### src/logic/cte_pkg.sv
// shared constants and types for the tail instruction execute block
package cte_pkg;
   localparam int DATA_W = 8;
   localparam int FADDR_W = 7;
   // register byte offsets
   localparam logic [11:0] OFS_CMD = 12'h000;
   localparam logic [11:0] OFS_WREG = 12'h004;
   localparam logic [11:0] OFS_STATUS = 12'h008;
   localparam logic [11:0] OFS_WAKE = 12'h00c;
   localparam logic [11:0] OFS_FILE = 12'h200;
   localparam logic [11:0] FILE_MASK = 12'he00;
   // command word fields
   localparam int CMD_OP_LSB = 0;
   localparam int CMD_D_BIT = 3;
   localparam int CMD_F_LSB = 4;
   localparam int CMD_K_LSB = 16;
   // status word fields
   localparam int ST_C = 0;
   localparam int ST_DC = 1;
   localparam int ST_Z = 2;
   localparam int ST_PD = 3;
   localparam int ST_TO = 4;
   localparam int ST_SLEEP = 5;
   localparam int ST_BUSY = 6;
   // values after reset
   localparam logic [7:0] W_RST = 8'h00;
   localparam logic RST_TO = 1'b1;
   localparam logic RST_PD = 1'b1;
   localparam logic [7:0] WDT_ZERO = 8'h00;

   typedef enum logic [2:0] {
      CTE_OP_SLEEP = 3'h0,
      CTE_OP_RRC = 3'h1,
      CTE_OP_SUBL = 3'h2,
      CTE_OP_SUBR = 3'h3,
      CTE_OP_XORR = 3'h4,
      CTE_OP_SWAP = 3'h5,
      CTE_OP_XORL = 3'h6,
      CTE_OP_NOP = 3'h7
   } cte_op_t;

   typedef struct packed {
      cte_op_t op;
      logic dst_f;
      logic [6:0] faddr;
      logic [7:0] lit;
   } cte_cmd_t;

   typedef struct packed {
      logic c;
      logic dc;
      logic z;
   } cte_flags_t;
endpackage

### src/logic/cte_alu.sv
// combinational result and flag logic for the tail instructions
`timescale 1ns/1ps
module cte_alu (
   input  wire cte_pkg::cte_op_t   op,
   input  wire logic [7:0]         w,
   input  wire logic [7:0]         f,
   input  wire logic [7:0]         lit,
   input  wire logic               c_in,
   output logic      [7:0]         res,
   output cte_pkg::cte_flags_t     flg,
   output logic                    upd_c,
   output logic                    upd_z
);
   logic [7:0] minu;

   always_comb begin
      minu = (op == cte_pkg::CTE_OP_SUBL) ? lit : f;
      res = 8'h00;
      flg.c = c_in;
      flg.dc = 1'b0;
      flg.z = 1'b0;
      upd_c = 1'b0;
      upd_z = 1'b0;
      unique case (op)
         cte_pkg::CTE_OP_RRC: begin
            res = {c_in, f[7:1]}; // [RL4]
            flg.c = f[0]; // [RL4]
            upd_c = 1'b1;
         end
         cte_pkg::CTE_OP_SUBL, cte_pkg::CTE_OP_SUBR: begin
            res = minu - w; // [RL6] [RL7]
            flg.c = (w <= minu); // [RL8]
            flg.dc = (w[3:0] <= minu[3:0]); // [RL8]
            upd_c = 1'b1;
            upd_z = 1'b1;
         end
         cte_pkg::CTE_OP_XORR: begin
            res = w ^ f; // [RL9]
            upd_z = 1'b1;
         end
         cte_pkg::CTE_OP_XORL: begin
            res = w ^ lit; // [RL11]
            upd_z = 1'b1;
         end
         cte_pkg::CTE_OP_SWAP: begin
            res = {f[3:0], f[7:4]}; // [RL10]
         end
         default: begin
            res = 8'h00;
         end
      endcase
      flg.z = (res == 8'h00); // [RL12]
   end
endmodule

### src/logic/cte_core.sv
// instruction execute block with its AHB-Lite register slave
// Behaviour
// RL1: low-power op clears watchdog and its prescaler
// RL2: low-power op clears power-down, sets timeout flag
// RL3: low-power op halts oscillator until wake-up
// RL4: rotate right through carry, old carry to bit7
// RL5: select 0 writes W, 1 writes file register
// RL6: literal minus W into W, flags C DC Z
// RL7: file minus W routed by select, flags C DC Z
// RL8: carry means W not above minuend, nibble likewise
// RL9: W xor file routed by select, zero only
// RL10: nibble swap routed by select, flags unchanged
// RL11: W xor literal into W, zero only
// RL12: zero flag set when result is zero
// RL13: timeout and power-down stay readable after wake
`timescale 1ns/1ps
module cte_core (
   input  wire logic        clk,
   input  wire logic        rst,
   input  wire logic        hsel,
   input  wire logic [11:0] haddr,
   input  wire logic [1:0]  htrans,
   input  wire logic        hwrite,
   input  wire logic [2:0]  hsize,
   input  wire logic [31:0] hwdata,
   input  wire logic        hready,
   output logic      [31:0] hrdata,
   output logic             hreadyout,
   output logic             hresp,
   input  wire logic        wake_pin,
   output logic             osc_halt,
   output logic             wdt_clear,
   output logic             wdt_prescale_clear,
   output logic             timeout_flag,
   output logic             power_down_flag
);
   typedef enum logic [1:0] {
      CTE_IDLE,
      CTE_FETCH,
      CTE_EXEC,
      CTE_ASLEEP
   } cte_state_t;
   // bus address phase capture
   logic        ap_vld_r, ap_vld_nxt;
   logic        ap_wr_r, ap_wr_nxt;
   logic [11:0] ap_addr_r, ap_addr_nxt;
   logic        rdw_r, rdw_nxt;
   // execute state
   cte_state_t          st_r, st_nxt;
   cte_pkg::cte_cmd_t   cmd_r, cmd_nxt;
   logic [7:0]          w_r, w_nxt;
   cte_pkg::cte_flags_t flg_r, flg_nxt;
   logic                to_r, to_nxt;
   logic                pd_r, pd_nxt;
   logic                wdtc_r, wdtc_nxt;
   // wake pin synchroniser
   logic wk_s1_r, wk_s2_r;
   logic                is_cmd, is_wreg, is_stat, is_wake, is_file;
   logic                dp_wr, dp_rd, cmd_take, bus_mem_rd, bus_mem_wr;
   logic                exec, ftype, wr_file, bus_own;
   logic [7:0]          mem_rdata, alu_res;
   logic [7:0]          mem_wdata;
   logic [6:0]          mem_addr;
   logic                mem_re, mem_we;
   cte_pkg::cte_flags_t alu_flg;
   logic                alu_upd_c, alu_upd_z;
   logic [6:0]          st_word;
   cte_file_mem #(
      .AW (cte_pkg::FADDR_W),
      .DW (cte_pkg::DATA_W)
   ) u_mem (
      .clk   (clk),
      .re    (mem_re),
      .we    (mem_we),
      .addr  (mem_addr),
      .wdata (mem_wdata),
      .rdata (mem_rdata)
   );
   cte_alu u_alu (
      .op    (cmd_r.op),
      .w     (w_r),
      .f     (mem_rdata),
      .lit   (cmd_r.lit),
      .c_in  (flg_r.c),
      .res   (alu_res),
      .flg   (alu_flg),
      .upd_c (alu_upd_c),
      .upd_z (alu_upd_z)
   );

   always_ff @(posedge clk or posedge rst) begin
      if (rst) begin
         wk_s1_r <= 1'b0;
         wk_s2_r <= 1'b0;
      end else begin
         wk_s1_r <= wake_pin;
         wk_s2_r <= wk_s1_r;
      end
   end

   // decode of the access in its data phase
   always_comb begin
      is_cmd = (ap_addr_r == cte_pkg::OFS_CMD);
      is_wreg = (ap_addr_r == cte_pkg::OFS_WREG);
      is_stat = (ap_addr_r == cte_pkg::OFS_STATUS);
      is_wake = (ap_addr_r == cte_pkg::OFS_WAKE);
      is_file = ((ap_addr_r & cte_pkg::FILE_MASK) == cte_pkg::OFS_FILE);
      dp_wr = ap_vld_r & ap_wr_r;
      dp_rd = ap_vld_r & ~ap_wr_r;
      bus_own = (st_r == CTE_IDLE) || (st_r == CTE_ASLEEP);
      // instructions and file access wait while one executes
      hreadyout = 1'b1;
      if (ap_vld_r && (is_cmd || is_file) && !bus_own) begin
         hreadyout = 1'b0;
      end else if (dp_rd && is_file && !rdw_r) begin
         hreadyout = 1'b0;
      end
      // commands during sleep are dropped: only the idle state takes them
      cmd_take = dp_wr & is_cmd & (st_r == CTE_IDLE); // [RL3]
      bus_mem_rd = dp_rd & is_file & ~rdw_r & bus_own;
      bus_mem_wr = dp_wr & is_file & bus_own;
      hresp = 1'b0;
   end

   always_comb begin
      ap_vld_nxt = ap_vld_r;
      ap_wr_nxt = ap_wr_r;
      ap_addr_nxt = ap_addr_r;
      rdw_nxt = rdw_r;
      if (hreadyout) begin
         ap_vld_nxt = hsel & htrans[1] & hready;
         ap_wr_nxt = hwrite;
         ap_addr_nxt = {haddr[11:2], 2'b00};
         rdw_nxt = 1'b0;
      end else if (bus_mem_rd) begin
         rdw_nxt = 1'b1;
      end
   end

   always_ff @(posedge clk or posedge rst) begin
      if (rst) begin
         ap_vld_r <= 1'b0;
         ap_wr_r <= 1'b0;
         ap_addr_r <= 12'h000;
         rdw_r <= 1'b0;
      end else begin
         ap_vld_r <= ap_vld_nxt;
         ap_wr_r <= ap_wr_nxt;
         ap_addr_r <= ap_addr_nxt;
         rdw_r <= rdw_nxt;
      end
   end

   // memory port: the executing instruction owns it, else the bus
   always_comb begin
      exec = (st_r == CTE_EXEC);
      ftype = cmd_r.op inside {cte_pkg::CTE_OP_RRC, cte_pkg::CTE_OP_SUBR,
                               cte_pkg::CTE_OP_XORR, cte_pkg::CTE_OP_SWAP};
      wr_file = exec & ftype & cmd_r.dst_f; // [RL5]
      mem_re = (st_r == CTE_FETCH) | bus_mem_rd;
      mem_we = wr_file | bus_mem_wr;
      mem_addr = bus_own ? ap_addr_r[8:2] : cmd_r.faddr;
      mem_wdata = wr_file ? alu_res : hwdata[7:0];
   end

   always_comb begin
      st_nxt = st_r;
      cmd_nxt = cmd_r;
      w_nxt = w_r;
      flg_nxt = flg_r;
      to_nxt = to_r;
      pd_nxt = pd_r;
      wdtc_nxt = 1'b0;
      // software writes first so that an executing update wins
      if (dp_wr && is_wreg) begin
         w_nxt = hwdata[7:0];
      end
      if (dp_wr && is_stat) begin
         flg_nxt.c = hwdata[cte_pkg::ST_C];
         flg_nxt.dc = hwdata[cte_pkg::ST_DC];
         flg_nxt.z = hwdata[cte_pkg::ST_Z];
      end
      unique case (st_r)
         CTE_IDLE: begin
            if (cmd_take) begin
               cmd_nxt.op = cte_pkg::cte_op_t'(
                  hwdata[cte_pkg::CMD_OP_LSB +: 3]);
               cmd_nxt.dst_f = hwdata[cte_pkg::CMD_D_BIT];
               cmd_nxt.faddr = hwdata[cte_pkg::CMD_F_LSB +: 7];
               cmd_nxt.lit = hwdata[cte_pkg::CMD_K_LSB +: 8];
               st_nxt = CTE_FETCH;
            end
         end
         CTE_FETCH: begin
            st_nxt = CTE_EXEC;
         end
         CTE_EXEC: begin
            st_nxt = CTE_IDLE;
            if (cmd_r.op == cte_pkg::CTE_OP_SLEEP) begin
               wdtc_nxt = 1'b1; // [RL1]
               to_nxt = 1'b1; // [RL2]
               pd_nxt = 1'b0; // [RL2]
               st_nxt = CTE_ASLEEP; // [RL3]
            end else if (cmd_r.op != cte_pkg::CTE_OP_NOP) begin
               if (!(ftype && cmd_r.dst_f)) begin
                  w_nxt = alu_res; // [RL5] [RL6] [RL11]
               end
               if (alu_upd_c) begin
                  flg_nxt.c = alu_flg.c; // [RL4] [RL8]
               end
               if (alu_upd_z) begin
                  flg_nxt.z = alu_flg.z; // [RL12]
               end
               if (alu_upd_c && alu_upd_z) begin
                  flg_nxt.dc = alu_flg.dc; // [RL8]
               end
            end
         end
         CTE_ASLEEP: begin
            // wake keeps both flags so software can see why
            if (wk_s2_r || (dp_wr && is_wake && hwdata[0])) begin
               st_nxt = CTE_IDLE; // [RL13]
            end
         end
      endcase
   end

   always_ff @(posedge clk or posedge rst) begin
      if (rst) begin
         st_r <= CTE_IDLE;
         cmd_r <= '{cte_pkg::CTE_OP_NOP, 1'b0, 7'h00, 8'h00};
         w_r <= cte_pkg::W_RST;
         flg_r <= '{c: 1'b0, dc: 1'b0, z: 1'b0};
         to_r <= cte_pkg::RST_TO;
         pd_r <= cte_pkg::RST_PD;
         wdtc_r <= 1'b0;
      end else begin
         st_r <= st_nxt;
         cmd_r <= cmd_nxt;
         w_r <= w_nxt;
         flg_r <= flg_nxt;
         to_r <= to_nxt;
         pd_r <= pd_nxt;
         wdtc_r <= wdtc_nxt;
      end
   end

   always_comb begin
      st_word = {~bus_own, osc_halt, to_r, pd_r, flg_r.z, flg_r.dc, flg_r.c};
      hrdata = 32'h0000_0000;
      if (dp_rd) begin
         if (is_wreg) begin
            hrdata = {24'h00_0000, w_r};
         end else if (is_stat) begin
            hrdata = {25'h0, st_word}; // [RL13]
         end else if (is_cmd) begin
            hrdata = {8'h00, cmd_r.lit, 4'h0, 1'b0, cmd_r.faddr,
                      cmd_r.dst_f, cmd_r.op};
         end else if (is_file && rdw_r) begin
            hrdata = {24'h00_0000, mem_rdata};
         end
      end
   end

   assign osc_halt = (st_r == CTE_ASLEEP);
   assign wdt_clear = wdtc_r;
   assign wdt_prescale_clear = wdtc_r;
   assign timeout_flag = to_r;
   assign power_down_flag = pd_r;
endmodule

### src/logic/cte_file_mem.sv
// file register memory with registered read data
`timescale 1ns/1ps
module cte_file_mem #(
   parameter int AW = 7,
   parameter int DW = 8
) (
   input  wire logic          clk,
   input  wire logic          re,
   input  wire logic          we,
   input  wire logic [AW-1:0] addr,
   input  wire logic [DW-1:0] wdata,
   output logic      [DW-1:0] rdata
);
   logic [DW-1:0] mem [2**AW];

   // no reset on the array: contents are unknown until written
   always_ff @(posedge clk) begin
      if (we) begin
         mem[addr] <= wdata;
      end
      if (re) begin
         rdata <= mem[addr];
      end
   end
endmodule

### config.mk
export PLATFORM = sky130hd
export DESIGN_NAME = cte_core
export DESIGN_NICKNAME = d
export VERILOG_FILES = /design/src/logic/cte_pkg.sv /design/src/logic/cte_alu.sv /design/src/logic/cte_core.sv /design/src/logic/cte_file_mem.sv
export SDC_FILE = /design/constraint.sdc
export NUM_CORES = 1
export LEC_CHECK = 0
export ABC_CLOCK_PERIOD_IN_PS = 16100
export BUFFER_PORTS_ARGS = -buffer_cell sky130_fd_sc_hd__clkbuf_2
export CAP_MARGIN = 15
export CORE_AREA = 2 2 230 401
export DETAILED_ROUTE_END_ITERATION = 10
export DIE_AREA = 0 0 232 403
export GPL_TIMING_DRIVEN = 1
export PLACE_DENSITY_LB_ADDON = 0.1
export SLEW_MARGIN = 20
export SYNTH_ARGS = -nofsm -noshare
export SYNTH_HDL_FRONTEND = slang
export SYNTH_SLANG_ARGS = --single-unit
### constraint.sdc
create_clock -name clk -period 16.1 [get_ports clk]
set_input_delay 4.025 -clock clk [delete_from_list [all_inputs] [get_ports clk]]
set_output_delay 4.025 -clock clk [all_outputs]
set_load 0.05 [all_outputs]
==> reports/metrics.cfg <==
[detailed_routing]
drt-initial-drc-count = 2269
vias = 24100
drtPass1Iterations = 7
drtAntennaViolNets = 0
vias_per_cell = 6.36
finalWirelength_um = 124000
drc = 0
drt-wirelength-per-cell_um = 32.8

[grt]
grtUsageTotal_pct = 26.5
grt_pass1_wl_um = 176000
antenna_found_initial = 3
overflow = 0
grt_max_degree = 113
first_global_vias = 24200

[floorplan]
core_mm2 = 0.0904
die_w_um = 232
dieArea_mm2 = 0.0935
start_util_pct = 46.5
die_h_um = 403
rows = 146
io_pins = 94

[timing]
rsz0062_at_grt = no
fin_crit_ns = 7.32
tns_ns = 0
worstMarginPinSlew_ns = 1.15
hold_viol_final = 0
worst_slack_ns = 8.78
maxSlewViolCount = 0
setup_viol = 0
fin_hold_ws_ns = 0.349
fmax_ghz = 0.137
min_period_over_period_pct = 45.4
relSlewSlack_pct = 22.3
fin_skew_ns = 0.0236

[flow_run]
drv_cap = 0

[synth]
ys.flop_type = edfxtp_1
synth-simple-area-share_pct = 3.67
synth_cells = 2470
syn_area_mm2 = 0.0420
synth_top_family_by_area = compound AO/OA/AOI/OAI gates
synth.most_common_cell = edfxtp_1
synth.distinct_cells = 76
seq_area_frac_synth_pct = 76.7
ys_async_sr_fraction_pct = 4.53
synth_xor_area_share_pct = 0.188
ys_ff_latch = 1081
syn_avg_cell_area_um2 = 17.0
synth_warnings = 0
synth_top_area_share_pct = 73.8
synthTopCellsByArea = edfxtp_1, a22oi_1, dfrtp_1
synthMuxAreaShare_pct = 3.29
yosysTopAreaCell = edfxtp_1
synthAdderAreaFrac_pct = 0.554
synth_compound_area_share_pct = 13.2
synth_edf_count = 1032
synth_common_cells = edfxtp_1, a22oi_1, nor2_1

[clock_tree]
post_cts_buffers = 0
post_cts_resized = 0
hold_buffers = 0
clk_pin_slew_ns = 0.06
cts_buffers = 95
cts_tree = done
cts.path.max_buffers = 3
clk_latency_ns = 0.69
cts.sinks = 1081
cts.root.buffer_cell = clkbuf_16
cts-htree-levels = 3

[placed_design]
routabilityCongestion = 0.938
io_buffer_count = 59
post-place-cells = 3611
dp_slack_ns = 9.40
place_hpwl_um = 72900

[finish]
fillers = 7353
drive_above_1_share_pct = 14.7
multiInputGateArea_mm2 = 0.00907
area_growth_pct = 11.2
seq_area_mm2 = 0.0322
instances_no_fill = 3787
nets = 2598
finish.utilization_pct = 51.7

[critical_path]
r2r-start = st_r[1]$_DFFE_PP0P_
arrival_ns = 3.29
crit_path_max_fanout = 10
crit_start = ap_addr_r[2]$_DFFE_PP0P_
critPathKind = register to primary output
start_kind = register
required_ns = 12.07
endpoint_kind = primary output

[min_path]
hp-class = register to register
hold_start = wk_s1_r$_DFF_PP0_

[outcome]
outcome = finished clean

[pwr]
p_leak_nw = 14.1
ir_drop_mv = 0.0834
powerDensity_mw_per_mm2 = 157

==> layer usage <==
layer / wire length (µm) / global-route usage [%]
met1: 45000 / 30.9
met2: 65400 / 47.2
met3: 7710 / 3.92
met4: 6280 / 13.2
met5: 41 / 0
==> area by class of cell <==
| class | instances | area share (%) |
|---|---|---|
| sequential | 1081 | 68.9 |
| multi-input combinational | 1206 | 19.4 |
| clock buffer | 123 | 5.49 |
| tap | 1184 | 3.17 |
| timing repair buffer | 119 | 1.78 |
| clock inverter | 51 | 1.04 |
| inverter | 22 | 0.177 |
| antenna | 1 | 0.00535 |
==> per-stage QoR <==
step	instance area, µm²	total power, mW
final	46700	7.34
after global routing	46700	7.54
after CTS	46700	7.34
after detailed placement	43600	5.10
after global placement	43600	5.07
after floorplan	42100	4.36
==> cells in the final DEF, fill, tap and decap left out, drive strengths merged, types with 38 or more instances in the layout <==
master	synthesis	final
nand2	42	42
a21oi	39	39
a41oi	87	87
clkbuf	60	182
clkinv	0	38
edfxtp	1032	1032
a222oi	40	40
a22oi	412	412
mux2	89	89
buf	114	60
nor2	163	163
dfrtp	45	45
==> path summary, 6_finish.rpt <==
kind                                             end  slack (ns)  depth (start not counted)
min in group asynchronous  ap_addr_r[11]$_DFFE_PP0P_        3.51                          3
max reg2reg                 u_mem.rdata[0]$_DFFE_PP_       10.33                          9
min                                wk_s2_r$_DFF_PP0_        0.35                          0
max                                       hrdata[17]        8.78                          5
max in group asynchronous           w_r[4]$_DFF_PP0_       12.09                          3
min reg2reg                        wk_s2_r$_DFF_PP0_        0.35                          0
==> power by group <==
group          internal (mW)  switching, mW
Combinational          0.519           1.26
Sequential              3.21         0.0749
Clock                   1.27           1.00
==> cell families (layout without fill, tap and decap cells) <==
kind of cell               Yosys count  count (layout)
DFF                               1081            1081
other                                2              16
AOI/OAI and AO/OA                  714             714
muxes                              125             125
xor gates and xnor gates             9               9
buffers and inverters              196             315
adders and majority gates           18              18
and+or+nand+nor                    325             325
==> critical path, stage by stage (launching register included) <==
cell      delay [ns]
dfrtp_1         0.55
or2_2           0.48
or3_1           0.43
nor2_1          0.65
and2_1          0.23
clkbuf_2        0.27
==> state kept, by name, indices dropped and copies added, names as in the netlist <==
signal           cells
u_mem.mem         1024
st_r                 2
rdw_r                1
cmd_r               19
wk_s2_r              1
w_r                  8
ap_wr_r              1
u_mem.rdata          8
ap_vld_r             1
wk_s1_r              1
wdt_clear            1
flg_r                3
ap_addr_r           10
power_down_flag      1
Power figures use the tool's default switching activity.
